### config.mk
export PLATFORM = sky130hd
export DESIGN_NAME = umc_top
export DESIGN_NICKNAME = d
export VERILOG_FILES = /design/src/hw/umc_pkg.sv /design/src/hw/umc_top.sv
export VERILOG_INCLUDE_DIRS = /design/src /design/src/hw
export SDC_FILE = /design/constraint.sdc
export NUM_CORES = 1
export LEC_CHECK = 0
export BUFFER_PORTS_ARGS = -buffer_cell sky130_fd_sc_hd__buf_2
export CORE_UTILIZATION = 40
export CTS_BUF_LIST = sky130_fd_sc_hd__clkbuf_4
export DETAILED_ROUTE_END_ITERATION = 8
export GPL_ROUTABILITY_DRIVEN = 0
export GPL_TIMING_DRIVEN = 0
export SLEW_MARGIN = 10
export SYNTH_ARGS = -nofsm -noshare
export SYNTH_HDL_FRONTEND = slang
export SYNTH_SLANG_ARGS = --single-unit
### constraint.sdc
create_clock -name pclk -period 2.9 [get_ports pclk]
set_input_delay 0.58 -clock pclk [delete_from_list [all_inputs] [get_ports pclk]]
set_output_delay 0.58 -clock pclk [all_outputs]
set_load 0.02 [all_outputs]
### src/hw/umc_params.svh
`ifndef UMC_PARAMS_SVH
`define UMC_PARAMS_SVH

// Register byte offsets on the APB port.
`define UMC_OFS_MODE     8'h14
`define UMC_OFS_GP       8'h18
`define UMC_OFS_UNIT     8'h1c

// Reset value shared by every register.
`define UMC_RST_MODE     16'h0000
`define UMC_RST_GP       16'h0000
`define UMC_RST_WORD     32'h0000_0000

// Implemented bits of the mode control word.
`define UMC_MODE_WMASK   16'h03ff
// Mode bits frozen while the unit is enabled.
`define UMC_MODE_LOCK    16'h033e
// Mode bits that reduced instances leave out.
`define UMC_MODE_RED     16'h0330
// Mode bit absent where infrared is not built.
`define UMC_MODE_NOIR    16'h0002

// Guard time field, absent on reduced instances.
`define UMC_GP_GT_MASK   16'hff00
`define UMC_GP_ALL       16'hffff

// Unit register bit positions.
`define UMC_UNIT_EN      0
`define UMC_UNIT_TC      8
`define UMC_UNIT_FE      9
`define UMC_UNIT_OE      10
`define UMC_UNIT_NE      11

// Small constants of the dividers.
`define UMC_ZERO8        8'h00
`define UMC_ONE8         8'h01
`define UMC_ZERO5        5'h00
`define UMC_ONE5         5'h01

`endif

### src/hw/umc_pkg.sv
package umc_pkg;

    // Mode control word, bit 0 at the bottom.
    typedef struct packed {
        logic [5:0] rsvd;           // Bits 15:10 read as zero.
        logic       cts_flow;       // Clear-to-send flow gating.
        logic       rts_flow;       // Request-to-send flow control.
        logic       tx_dma;         // Transmit DMA request enable.
        logic       rx_dma;         // Receive DMA request enable.
        logic       smartcard;      // Smartcard operation.
        logic       parity_nack;    // Nack on parity error.
        logic       half_duplex;    // Single-line operation.
        logic       ir_low_power;   // Infrared low-power pulses.
        logic       infrared;       // Infrared coding on.
        logic       err_int;        // Error interrupt enable.
    } umc_mode_s;

    // Guard time and prescaler, low half of the word.
    typedef struct packed {
        logic [7:0] guard_time;     // Baud cycles of guard time.
        logic [7:0] prescaler;      // Clock prescaler value.
    } umc_gp_s;

    // Guard sequencer states, Gray along the path.
    typedef enum logic {
        UMC_GT_IDLE = 1'b0,
        UMC_GT_WAIT = 1'b1
    } umc_gt_e;

endpackage

### src/hw/umc_top.sv
`include "umc_params.svh"
`timescale 1ns/1ps
`default_nettype none

module umc_top
    import umc_pkg::*;
#(
    parameter bit REDUCED  = 1'b0,  // Reduced-feature instance.
    parameter bit NO_IRDA  = 1'b0   // Instance without infrared.
) (
    input  wire logic        pclk,
    input  wire logic        presetn,
    input  wire logic        psel,
    input  wire logic        penable,
    input  wire logic        pwrite,
    input  wire logic [7:0]  paddr,
    input  wire logic [31:0] pwdata,
    output var  logic [31:0] prdata,
    output var  logic        pready,
    output var  logic        pslverr,
    input  wire logic        cts_n_pin,
    input  wire logic        rx_can_accept,
    input  wire logic        tx_empty,
    input  wire logic        rx_full,
    input  wire logic        parity_err,
    input  wire logic        frame_done,
    input  wire logic        baud_tick,
    input  wire logic        framing_error_flag,
    input  wire logic        overrun_error_flag,
    input  wire logic        noise_error_flag,
    output var  umc_mode_s   mode,
    output var  logic        unit_global_enable,
    output var  logic        tx_allowed,
    output var  logic        rts_n_pin,
    output var  logic        tx_dma_req,
    output var  logic        rx_dma_req,
    output var  logic        nack_send,
    output var  logic        error_irq,
    output var  logic        transmission_complete_flag,
    output var  logic        ir_lp_tick,
    output var  logic        card_clock
);

    ////////////////////////////////////////////////////////////////////////
    // Registers and their write masks.

    umc_mode_s   mode_ff;           // Mode control word.
    umc_gp_s     gp_ff;             // Guard time and prescaler.
    logic        uen_ff;            // Unit global enable.
    logic        tc_ff;             // Transmission complete flag.
    logic [31:0] rdata_ff;          // Read data held for access.
    logic        ready_ff;          // Access phase may complete.
    logic        err_ff;            // Unmapped address answer.
    logic [15:0] mode_wm;           // Writable mode bits now.
    logic [15:0] gp_wm;             // Writable guard bits now.
    logic        wr_go;             // Write completes this edge.
    logic        setup;             // Setup phase of a transfer.

    assign setup = psel && !penable;
    assign wr_go = psel && penable && ready_ff && pwrite;

    // Writable masks shrink while enabled and on small instances.
    always_comb begin
        mode_wm = `UMC_MODE_WMASK;
        if (uen_ff) begin
            mode_wm = mode_wm & ~`UMC_MODE_LOCK;
        end
        if (REDUCED) begin
            mode_wm = mode_wm & ~`UMC_MODE_RED;
        end
        if (NO_IRDA) begin
            mode_wm = mode_wm & ~`UMC_MODE_NOIR;
        end
        gp_wm = `UMC_GP_ALL;
        if (uen_ff) begin
            gp_wm = 16'h0000;
        end
        if (REDUCED) begin
            gp_wm = gp_wm & ~`UMC_GP_GT_MASK;
        end
    end

    // Mode word; writes touch only the writable bits.
    always_ff @(posedge pclk or negedge presetn) begin
        if (!presetn) begin
            mode_ff <= umc_mode_s'(`UMC_RST_MODE);
        end else if (wr_go && paddr == `UMC_OFS_MODE) begin
            mode_ff <= umc_mode_s'((16'(mode_ff) & ~mode_wm)
                                 | (pwdata[15:0] & mode_wm));
        end
    end

    // Guard register; upper half is not stored at all.
    always_ff @(posedge pclk or negedge presetn) begin
        if (!presetn) begin
            gp_ff <= umc_gp_s'(`UMC_RST_GP);
        end else if (wr_go && paddr == `UMC_OFS_GP) begin
            gp_ff <= umc_gp_s'((16'(gp_ff) & ~gp_wm)
                             | (pwdata[15:0] & gp_wm));
        end
    end

    // Unit enable is always writable; it sets the interlock.
    always_ff @(posedge pclk or negedge presetn) begin
        if (!presetn) begin
            uen_ff <= 1'b0;
        end else if (wr_go && paddr == `UMC_OFS_UNIT) begin
            uen_ff <= pwdata[`UMC_UNIT_EN];
        end
    end

    ////////////////////////////////////////////////////////////////////////
    // APB answer: read data is fetched in setup, so one access cycle.

    // Read data and error are latched at setup to keep outputs registered.
    always_ff @(posedge pclk or negedge presetn) begin
        if (!presetn) begin
            rdata_ff <= `UMC_RST_WORD;
            ready_ff <= 1'b0;
            err_ff   <= 1'b0;
        end else if (setup) begin
            ready_ff <= 1'b1;
            err_ff   <= 1'b0;
            rdata_ff <= `UMC_RST_WORD;
            unique case (paddr)
                `UMC_OFS_MODE: begin
                    rdata_ff[15:0] <= 16'(mode_ff);
                end
                `UMC_OFS_GP: begin
                    rdata_ff[15:0] <= 16'(gp_ff);
                end
                `UMC_OFS_UNIT: begin
                    rdata_ff[`UMC_UNIT_EN] <= uen_ff;
                    rdata_ff[`UMC_UNIT_TC] <= tc_ff;
                    rdata_ff[`UMC_UNIT_FE] <= framing_error_flag;
                    rdata_ff[`UMC_UNIT_OE] <= overrun_error_flag;
                    rdata_ff[`UMC_UNIT_NE] <= noise_error_flag;
                end
                default: begin
                    err_ff <= 1'b1;     // Unmapped: error, data zero.
                end
            endcase
        end else begin
            ready_ff <= 1'b0;
            err_ff   <= 1'b0;
        end
    end

    assign prdata  = rdata_ff;
    assign pready  = ready_ff;
    assign pslverr = err_ff;
    assign mode    = mode_ff;
    assign unit_global_enable = uen_ff;

    ////////////////////////////////////////////////////////////////////////
    // Flow control. The cts pin is asynchronous, so it is synchronised.

    logic cts_meta_ff;              // First synchroniser stage only.
    logic cts_sync_ff;              // Safe copy of cts_n_pin.
    logic tx_ok_ff;                 // Transmit allowed.
    logic rts_ff;                   // Registered rts line.

    // Two-stage synchroniser for the clear-to-send pin.
    always_ff @(posedge pclk or negedge presetn) begin
        if (!presetn) begin
            cts_meta_ff <= 1'b1;
            cts_sync_ff <= 1'b1;
        end else begin
            cts_meta_ff <= cts_n_pin;
            cts_sync_ff <= cts_meta_ff;
        end
    end

    // Transmission waits for a low cts only when gating is on.
    always_ff @(posedge pclk or negedge presetn) begin
        if (!presetn) begin
            tx_ok_ff <= 1'b1;
        end else begin
            tx_ok_ff <= !mode_ff.cts_flow || !cts_sync_ff;
        end
    end

    // With rts_flow on, rts goes high when the receiver cannot accept; low otherwise.
    always_ff @(posedge pclk or negedge presetn) begin
        if (!presetn) begin
            rts_ff <= 1'b0;
        end else begin
            rts_ff <= mode_ff.rts_flow && !rx_can_accept;
        end
    end

    assign tx_allowed = tx_ok_ff;
    assign rts_n_pin  = rts_ff;

    ////////////////////////////////////////////////////////////////////////
    // DMA requests, smartcard nack and error interrupt.

    logic txr_ff;                   // Transmit DMA request.
    logic rxr_ff;                   // Receive DMA request.
    logic nack_ff;                  // Nack pulse to the frame engine.
    logic irq_ff;                   // Error interrupt level.

    // Requests follow the data state only while their DMA enable bit is set.
    always_ff @(posedge pclk or negedge presetn) begin
        if (!presetn) begin
            txr_ff <= 1'b0;
            rxr_ff <= 1'b0;
        end else begin
            txr_ff <= mode_ff.tx_dma && tx_empty;
            rxr_ff <= mode_ff.rx_dma && rx_full;
        end
    end

    // Nack is asked for only in smartcard mode with nack on.
    always_ff @(posedge pclk or negedge presetn) begin
        if (!presetn) begin
            nack_ff <= 1'b0;
        end else begin
            nack_ff <= mode_ff.smartcard && mode_ff.parity_nack
                    && parity_err;
        end
    end

    // Error interrupt is a level while any error flag stands and both err_int and rx_dma are set.
    always_ff @(posedge pclk or negedge presetn) begin
        if (!presetn) begin
            irq_ff <= 1'b0;
        end else begin
            irq_ff <= mode_ff.rx_dma && mode_ff.err_int
                   && (framing_error_flag || overrun_error_flag
                       || noise_error_flag);
        end
    end

    assign tx_dma_req = txr_ff;
    assign rx_dma_req = rxr_ff;
    assign nack_send  = nack_ff;
    assign error_irq  = irq_ff;

    ////////////////////////////////////////////////////////////////////////
    // Guard time: in smartcard mode the complete flag waits baud ticks.

    umc_gt_e    gt_state_ff;        // Guard sequencer state.
    logic [7:0] gt_cnt_ff;          // Baud ticks still to wait.
    logic       tc_set;             // Flag is set this edge.
    logic       tc_clr;             // Software clears the flag.

    // Sequencer: a frame end starts the guard wait when it is nonzero.
    always_ff @(posedge pclk or negedge presetn) begin
        if (!presetn) begin
            gt_state_ff <= UMC_GT_IDLE;
            gt_cnt_ff   <= `UMC_ZERO8;
        end else begin
            unique case (gt_state_ff)
                UMC_GT_IDLE: begin
                    if (frame_done && mode_ff.smartcard
                        && gp_ff.guard_time != `UMC_ZERO8) begin
                        gt_state_ff <= UMC_GT_WAIT;
                        gt_cnt_ff   <= gp_ff.guard_time;
                    end
                end
                UMC_GT_WAIT: begin
                    if (baud_tick) begin
                        gt_cnt_ff <= gt_cnt_ff - `UMC_ONE8;
                        if (gt_cnt_ff == `UMC_ONE8) begin
                            gt_state_ff <= UMC_GT_IDLE;
                        end
                    end
                end
            endcase
        end
    end

    // Flag is set by the last guard tick or at once without guard.
    assign tc_set = (gt_state_ff == UMC_GT_WAIT && baud_tick
                     && gt_cnt_ff == `UMC_ONE8)
                 || (gt_state_ff == UMC_GT_IDLE && frame_done
                     && !(mode_ff.smartcard
                          && gp_ff.guard_time != `UMC_ZERO8));
    assign tc_clr = wr_go && paddr == `UMC_OFS_UNIT
                 && pwdata[`UMC_UNIT_TC];

    // Complete flag: write one clears it; a set in the same edge wins.
    always_ff @(posedge pclk or negedge presetn) begin
        if (!presetn) begin
            tc_ff <= 1'b0;
        end else if (tc_set) begin
            tc_ff <= 1'b1;
        end else if (tc_clr) begin
            tc_ff <= 1'b0;
        end
    end

    assign transmission_complete_flag = tc_ff;

    ////////////////////////////////////////////////////////////////////////
    // Clock dividers. A prescaler of zero is reserved and stops them.

    logic [7:0] lp_cnt_ff;          // Low-power divider count.
    logic       lp_tick_ff;         // Low-power pulse, one cycle.
    logic [4:0] sc_cnt_ff;          // Card clock half-period count.
    logic       sc_clk_ff;          // Card clock level.
    logic       lp_run;             // Low-power divider runs.
    logic       sc_run;             // Card clock runs.

    assign lp_run = mode_ff.infrared && mode_ff.ir_low_power
                 && gp_ff.prescaler != `UMC_ZERO8;
    assign sc_run = mode_ff.smartcard
                 && gp_ff.prescaler[4:0] != `UMC_ZERO5;

    // One pulse every prescaler cycles of the peripheral clock.
    always_ff @(posedge pclk or negedge presetn) begin
        if (!presetn) begin
            lp_cnt_ff  <= `UMC_ZERO8;
            lp_tick_ff <= 1'b0;
        end else if (!lp_run) begin
            lp_cnt_ff  <= `UMC_ZERO8;
            lp_tick_ff <= 1'b0;
        end else if (lp_cnt_ff >= gp_ff.prescaler - `UMC_ONE8) begin
            lp_cnt_ff  <= `UMC_ZERO8;
            lp_tick_ff <= 1'b1;
        end else begin
            lp_cnt_ff  <= lp_cnt_ff + `UMC_ONE8;
            lp_tick_ff <= 1'b0;
        end
    end

    // Card clock toggles every prescaler[4:0] cycles: period twice that.
    always_ff @(posedge pclk or negedge presetn) begin
        if (!presetn) begin
            sc_cnt_ff <= `UMC_ZERO5;
            sc_clk_ff <= 1'b0;
        end else if (!sc_run) begin
            sc_cnt_ff <= `UMC_ZERO5;
            sc_clk_ff <= 1'b0;
        end else if (sc_cnt_ff >= gp_ff.prescaler[4:0] - `UMC_ONE5) begin
            sc_cnt_ff <= `UMC_ZERO5;
            sc_clk_ff <= !sc_clk_ff;
        end else begin
            sc_cnt_ff <= sc_cnt_ff + `UMC_ONE5;
        end
    end

    assign ir_lp_tick = lp_tick_ff;
    assign card_clock = sc_clk_ff;
endmodule

`default_nettype wire

=== Yosys cells after proc, flatten, opt, wreduce, memory -nomap -nowiden ===
Cells that the tools add are included.

* Output and inout port bits: 60
* Bits in registers: 84
* Input bits: 55
* Word-level logic and storage cells: 122

* Muxes and demuxes: 26
* Reductions and logical operators: 41
* Equality and inequality tests: 7
* Bitwise gates (word level): 9
* $lt $le $gt $ge: 2
* Add/subtract/negate cells: 5

{| class="wikitable"
|+ Operators by type and width
! kind !! number
|-
| AND 16 bit || 3
|-
| two-way mux 8 bit || 4
|-
| bitwise OR 16 bit || 2
|-
| logical AND 1 bit || 25
|-
| equality test 8 x 5 -> 1 bit (second input constant) || 3
|-
| AND 16 x 10 -> 16 bit || 1
|-
| two-way mux 16 bit || 1
|-
| NOT 10 -> 16 bit || 1
|-
| NOT 16 bit || 1
|-
| one-hot mux 8 bit (2 select lines) || 1
|-
| nonzero test 8 bit || 2
|-
| subtractor 8 x 1 -> 8 bit (second input constant) || 2
|-
| one-hot mux 7 bit (2 select lines) || 1
|-
| two-way mux 1 bit || 12
|-
| one-hot mux 4 bit (3 select lines) || 1
|-
| two-way mux 10 bit || 1
|-
| two-way mux 5 bit || 2
|-
| adder 8 x 1 -> 8 bit (second input constant) || 1
|-
| equality test 8 x 1 -> 1 bit (second input constant) || 1
|-
| >= comparator 8 bit || 1
|-
| one-hot mux 4 bit (2 select lines) || 1
|-
| zero test 1 bit || 6
|-
| adder 5 x 1 -> 5 bit (second input constant) || 1
|-
| >= comparator 5 bit || 1
|-
| other kinds (11) || 15
|}

=== Depth between registers and ports, before layout ===
* Depth in word-level cells: 7
* Mapped depth: 10

=== Worst setup path before layout ===
Ideal clock, no wire load.

* Kind: register to register
* Start point: register (tool-made name)
* End point: register lp_cnt_ff[1]
* Clock period less this slack: 2.655 ns
* Data arrival time: 2.566 ns
* Required time: 2.811 ns
* Cell stages (with the launch flop): 9
* Slack: 0.245 ns
* Cells stage by stage: dfrtp_1 or4_4 nor4_1 xnor2_1 ha_1 and3_1 a221oi_1 nand4_4 nor3b_1

{| class="wikitable"
|+ RTL lines
! element !! RTL line !! source
|-
| to (signal assigned) || umc_top.sv:314 || <nowiki>lp_cnt_ff <= `UMC_ZERO8;</nowiki>
|-
| to (signal assigned) || umc_top.sv:317 || <nowiki>lp_cnt_ff <= `UMC_ZERO8;</nowiki>
|-
| to (signal assigned) || umc_top.sv:320 || <nowiki>lp_cnt_ff <= `UMC_ZERO8;</nowiki>
|-
| to (decl) || umc_top.sv:299 || <nowiki>logic [7:0] lp_cnt_ff;</nowiki>
|}

==> flow_summary.json <==
{
  "clkPwrFrac_pct": 28.6,
  "layout.nets": 532,
  "routedWlPerCell_um": 14.9,
  "drc": 0,
  "hold_viol_final": 0,
  "setup_viol": 0,
  "crit_slowest_cell": "dfrtp_1",
  "synthToLayoutAreaGrowth_pct": 20.2,
  "clock_sinks": 78,
  "cts_tree": "built",
  "dr_total_vias": 2966,
  "crit_path_max_fanout": 5,
  "reg2reg_depth": 9,
  "die_w_um": 102,
  "viasPerCell": 4.98,
  "drive_gt1_share_pct": 34.8,
  "cp_top_family": "adder cells",
  "ys_async_sr_fraction_pct": 100,
  "critPathRequiredTime_ns": 3.23,
  "ir_drop_v": 0.000231,
  "critPathArrivalTime_ns": 3.02,
  "p_sw_mw": 0.680,
  "yosys_warnings": 0,
  "syn_area_per_cell_um2": 11.6,
  "grt_first_pass_wirelength_um": 13900,
  "routed_wl_um": 8880,
  "clkTransAtPathRegs_ns": 0.14,
  "period_needed_ns": 2.69,
  "overflow": 0,
  "synthCells": 349,
  "first_iter_violations": 122,
  "tightest_slew_ns": 0.897,
  "cts_root_buf": "clkbuf_4",
  "ios": 115,
  "p_per_area_nw_per_um2": 464,
  "critPathMaxStageDelay_ns": 0.46,
  "r2r_slack_ns": 0.21,
  "path_buf_inv": 2,
  "htreeDepth": 3,
  "cp-start-kind": "flip-flop",
  "max-cap-violations": 0,
  "die_h_um": 102,
  "ant_nets": 0,
  "relSlewSlack_pct": 39.9,
  "insertion_delay_ns": 0.43,
  "syn-cell-area_um2": 4040,
  "end_kind": "flip-flop",
  "die_area_um2": 10500,
  "numCtsBuffers": 9,
  "tns_ns": 0,
  "synth_edf_count": 0,
  "path_class": "flip-flop to flip-flop",
  "seq_power_share_pct": 54.1,
  "drt_first_pass_iters": 4,
  "layout_commonest_cell": "buf_2",
  "seq_area_frac_synth_pct": 48.5,
  "fillerInstances": 907,
  "rsz0062_at_grt": "false",
  "hold_ws_ns": 0.0174,
  "fp.coreArea_um2": 9770,
  "first_global_vias": 2773,
  "grt_start_max_net_pins": 56,
  "report.final.slew_viol_count": 0,
  "antenna_found_initial": 0,
  "ys_ff_latch": 78,
  "power.internal_mw": 1.57,
  "status": "finished, final reports clean",
  "clock_skew_ns": 0.0209,
  "p_leak_nw": 2.58,
  "clock_path_buffers": 2,
  "final_cell_mix": "buf_2 (76), dfrtp_1 (75), buf_4 (24)",
  "place_hpwl_um": 6720,
  "antenna_cells": 0,
  "reg2reg_to": "card_clock$_DFFE_PN0P_",
  "path_cells": "inv_1, ha_1, inv_1, or3_1, xor2_1, ha_1, a2111oi_0, o21ai_1, mux2_2",
  "grtUsageTotal_pct": 17.7,
  "swShare_pct": 30.2,
  "cts_hold_buf": 0,
  "num_rows": 36,
  "fmax_mhz": 371,
  "synth.distinct_cells": 55,
  "portBuffers": 75,
  "pwr-share-comb_pct": 17.4,
  "initial_core_util_pct": 41.3,
  "synth_ff_type": "dfrtp_1",
  "hp-class": "primary input to async pin",
  "finalCritPeriodShare_pct": 92.8
}
how the worst max path moves through the flow:
| stage | to | cells past startpoint | slack [ns] |
|---|---|---|---|
| floorplan | lp_cnt_ff[1]$_DFF_PN0_ | 8 | 0.25 |
| global placement | lp_cnt_ff[1]$_DFF_PN0_ | 8 | 0.05 |
| detailed placement | lp_cnt_ff[4]$_DFF_PN0_ | 8 | 0.02 |
| CTS | lp_cnt_ff[4]$_DFF_PN0_ | 8 | 0.09 |
| global route | card_clock$_DFFE_PN0P_ | 9 | 0.008 |
| finish | card_clock$_DFFE_PN0P_ | 9 | 0.21 |
through the flow:
stage                     util, %  std cells  power, mW  area [um2]  setup slack, ns
after floorplan                 -        370       1.49        4120            0.245
after global placement       47.6        578       1.60        4660           0.0537
after detailed placement     48.0        579       1.63        4690           0.0216
after CTS                    49.4        595       2.27        4830           0.0936
after global routing         49.6        596       2.38        4850          0.00794
final                        49.6        596       2.25        4850            0.208
cell type report:
type | count | area [um2] | share of cell area, %
inverter | 12 | 45.0 | 0.929
clock buffer | 9 | 67.6 | 1.39
clock inverter | 7 | 65.1 | 1.34
buffer | 32 | 229 | 4.72
timing repair buffer | 77 | 413 | 8.51
multi-input combinational | 248 | 1910 | 39.4
tap | 133 | 166 | 3.43
sequential | 78 | 1960 | 40.3
cell families (layout without fill, tap and decap cells):
family / Yosys count / after routing / share of synthesized area [%]
AO/OA/AOI/OAI: 54 / 54 / 9.73
XOR/XNOR: 15 / 15 / 3.25
adder cells (fa/ha/maj): 19 / 19 / 5.89
buffers and inverters: 44 / 137 / 6.79
flip-flops: 78 / 78 / 48.5
multiplexers: 35 / 35 / 10.6
other: 1 / 22 / 0.0929
AND/OR/NAND/NOR: 103 / 103 / 15.2
cells in the mapped netlist (3+ instances only):
master | instances | area share [%]
and3_1 | 5 | 0.77
clkbuf_1 | 6 | 0.56
mux2_2 | 21 | 5.9
xor2_1 | 8 | 1.7
dfrtp_1 | 75 | 46
nor3_1 | 11 | 1.4
o211ai_1 | 6 | 1.1
inv_1 | 12 | 1.1
nor2b_1 | 7 | 1.1
a21oi_1 | 5 | 0.62
a22o_1 | 4 | 0.87
mux2_4 | 10 | 3.7
a22oi_1 | 3 | 0.56
nand2_1 | 14 | 1.3
o31ai_1 | 3 | 0.56
nand2b_1 | 5 | 0.77
buf_4 | 22 | 4.1
dfstp_2 | 3 | 2.0
a221oi_1 | 3 | 0.65
o21ai_0 | 12 | 1.5
nand4_1 | 3 | 0.47
nor2_1 | 13 | 1.2
or3_1 | 3 | 0.47
nand3_1 | 12 | 1.5
xnor2_1 | 7 | 1.5
a221o_1 | 7 | 1.7
or4_1 | 3 | 0.56
mux2i_1 | 4 | 0.99
and2_1 | 11 | 1.7
ha_1 | 19 | 5.9
metal layers:
metal	wire, um	up-vias	global-route usage, %
li1	-	1445	-
met1	4160	1406	25.0
met2	4010	100	27.4
met3	578	15	3.35
met4	129	0	5.60
met5	0	-	0
timing repair:
| item | in CTS | in global routing |
|---|---|---|
| buffers inserted | 0 | 1 |
| resized for setup | 1 | 2 |
| endpoints found under the setup margin | 7 | 8 |
power by group through the flow:
stage          clock [mW]  combinational [mW]  sequential, mW
6_report            0.643               0.391            1.22
5_1_grt             0.714               0.439            1.23
4_1_cts             0.660               0.393            1.21
3_5_place_dp            0               0.393            1.23
3_3_place_gp            0               0.377            1.23
2_1_floorplan           0               0.272            1.22
No activity file was read; power rests on OpenSTA's default activity.
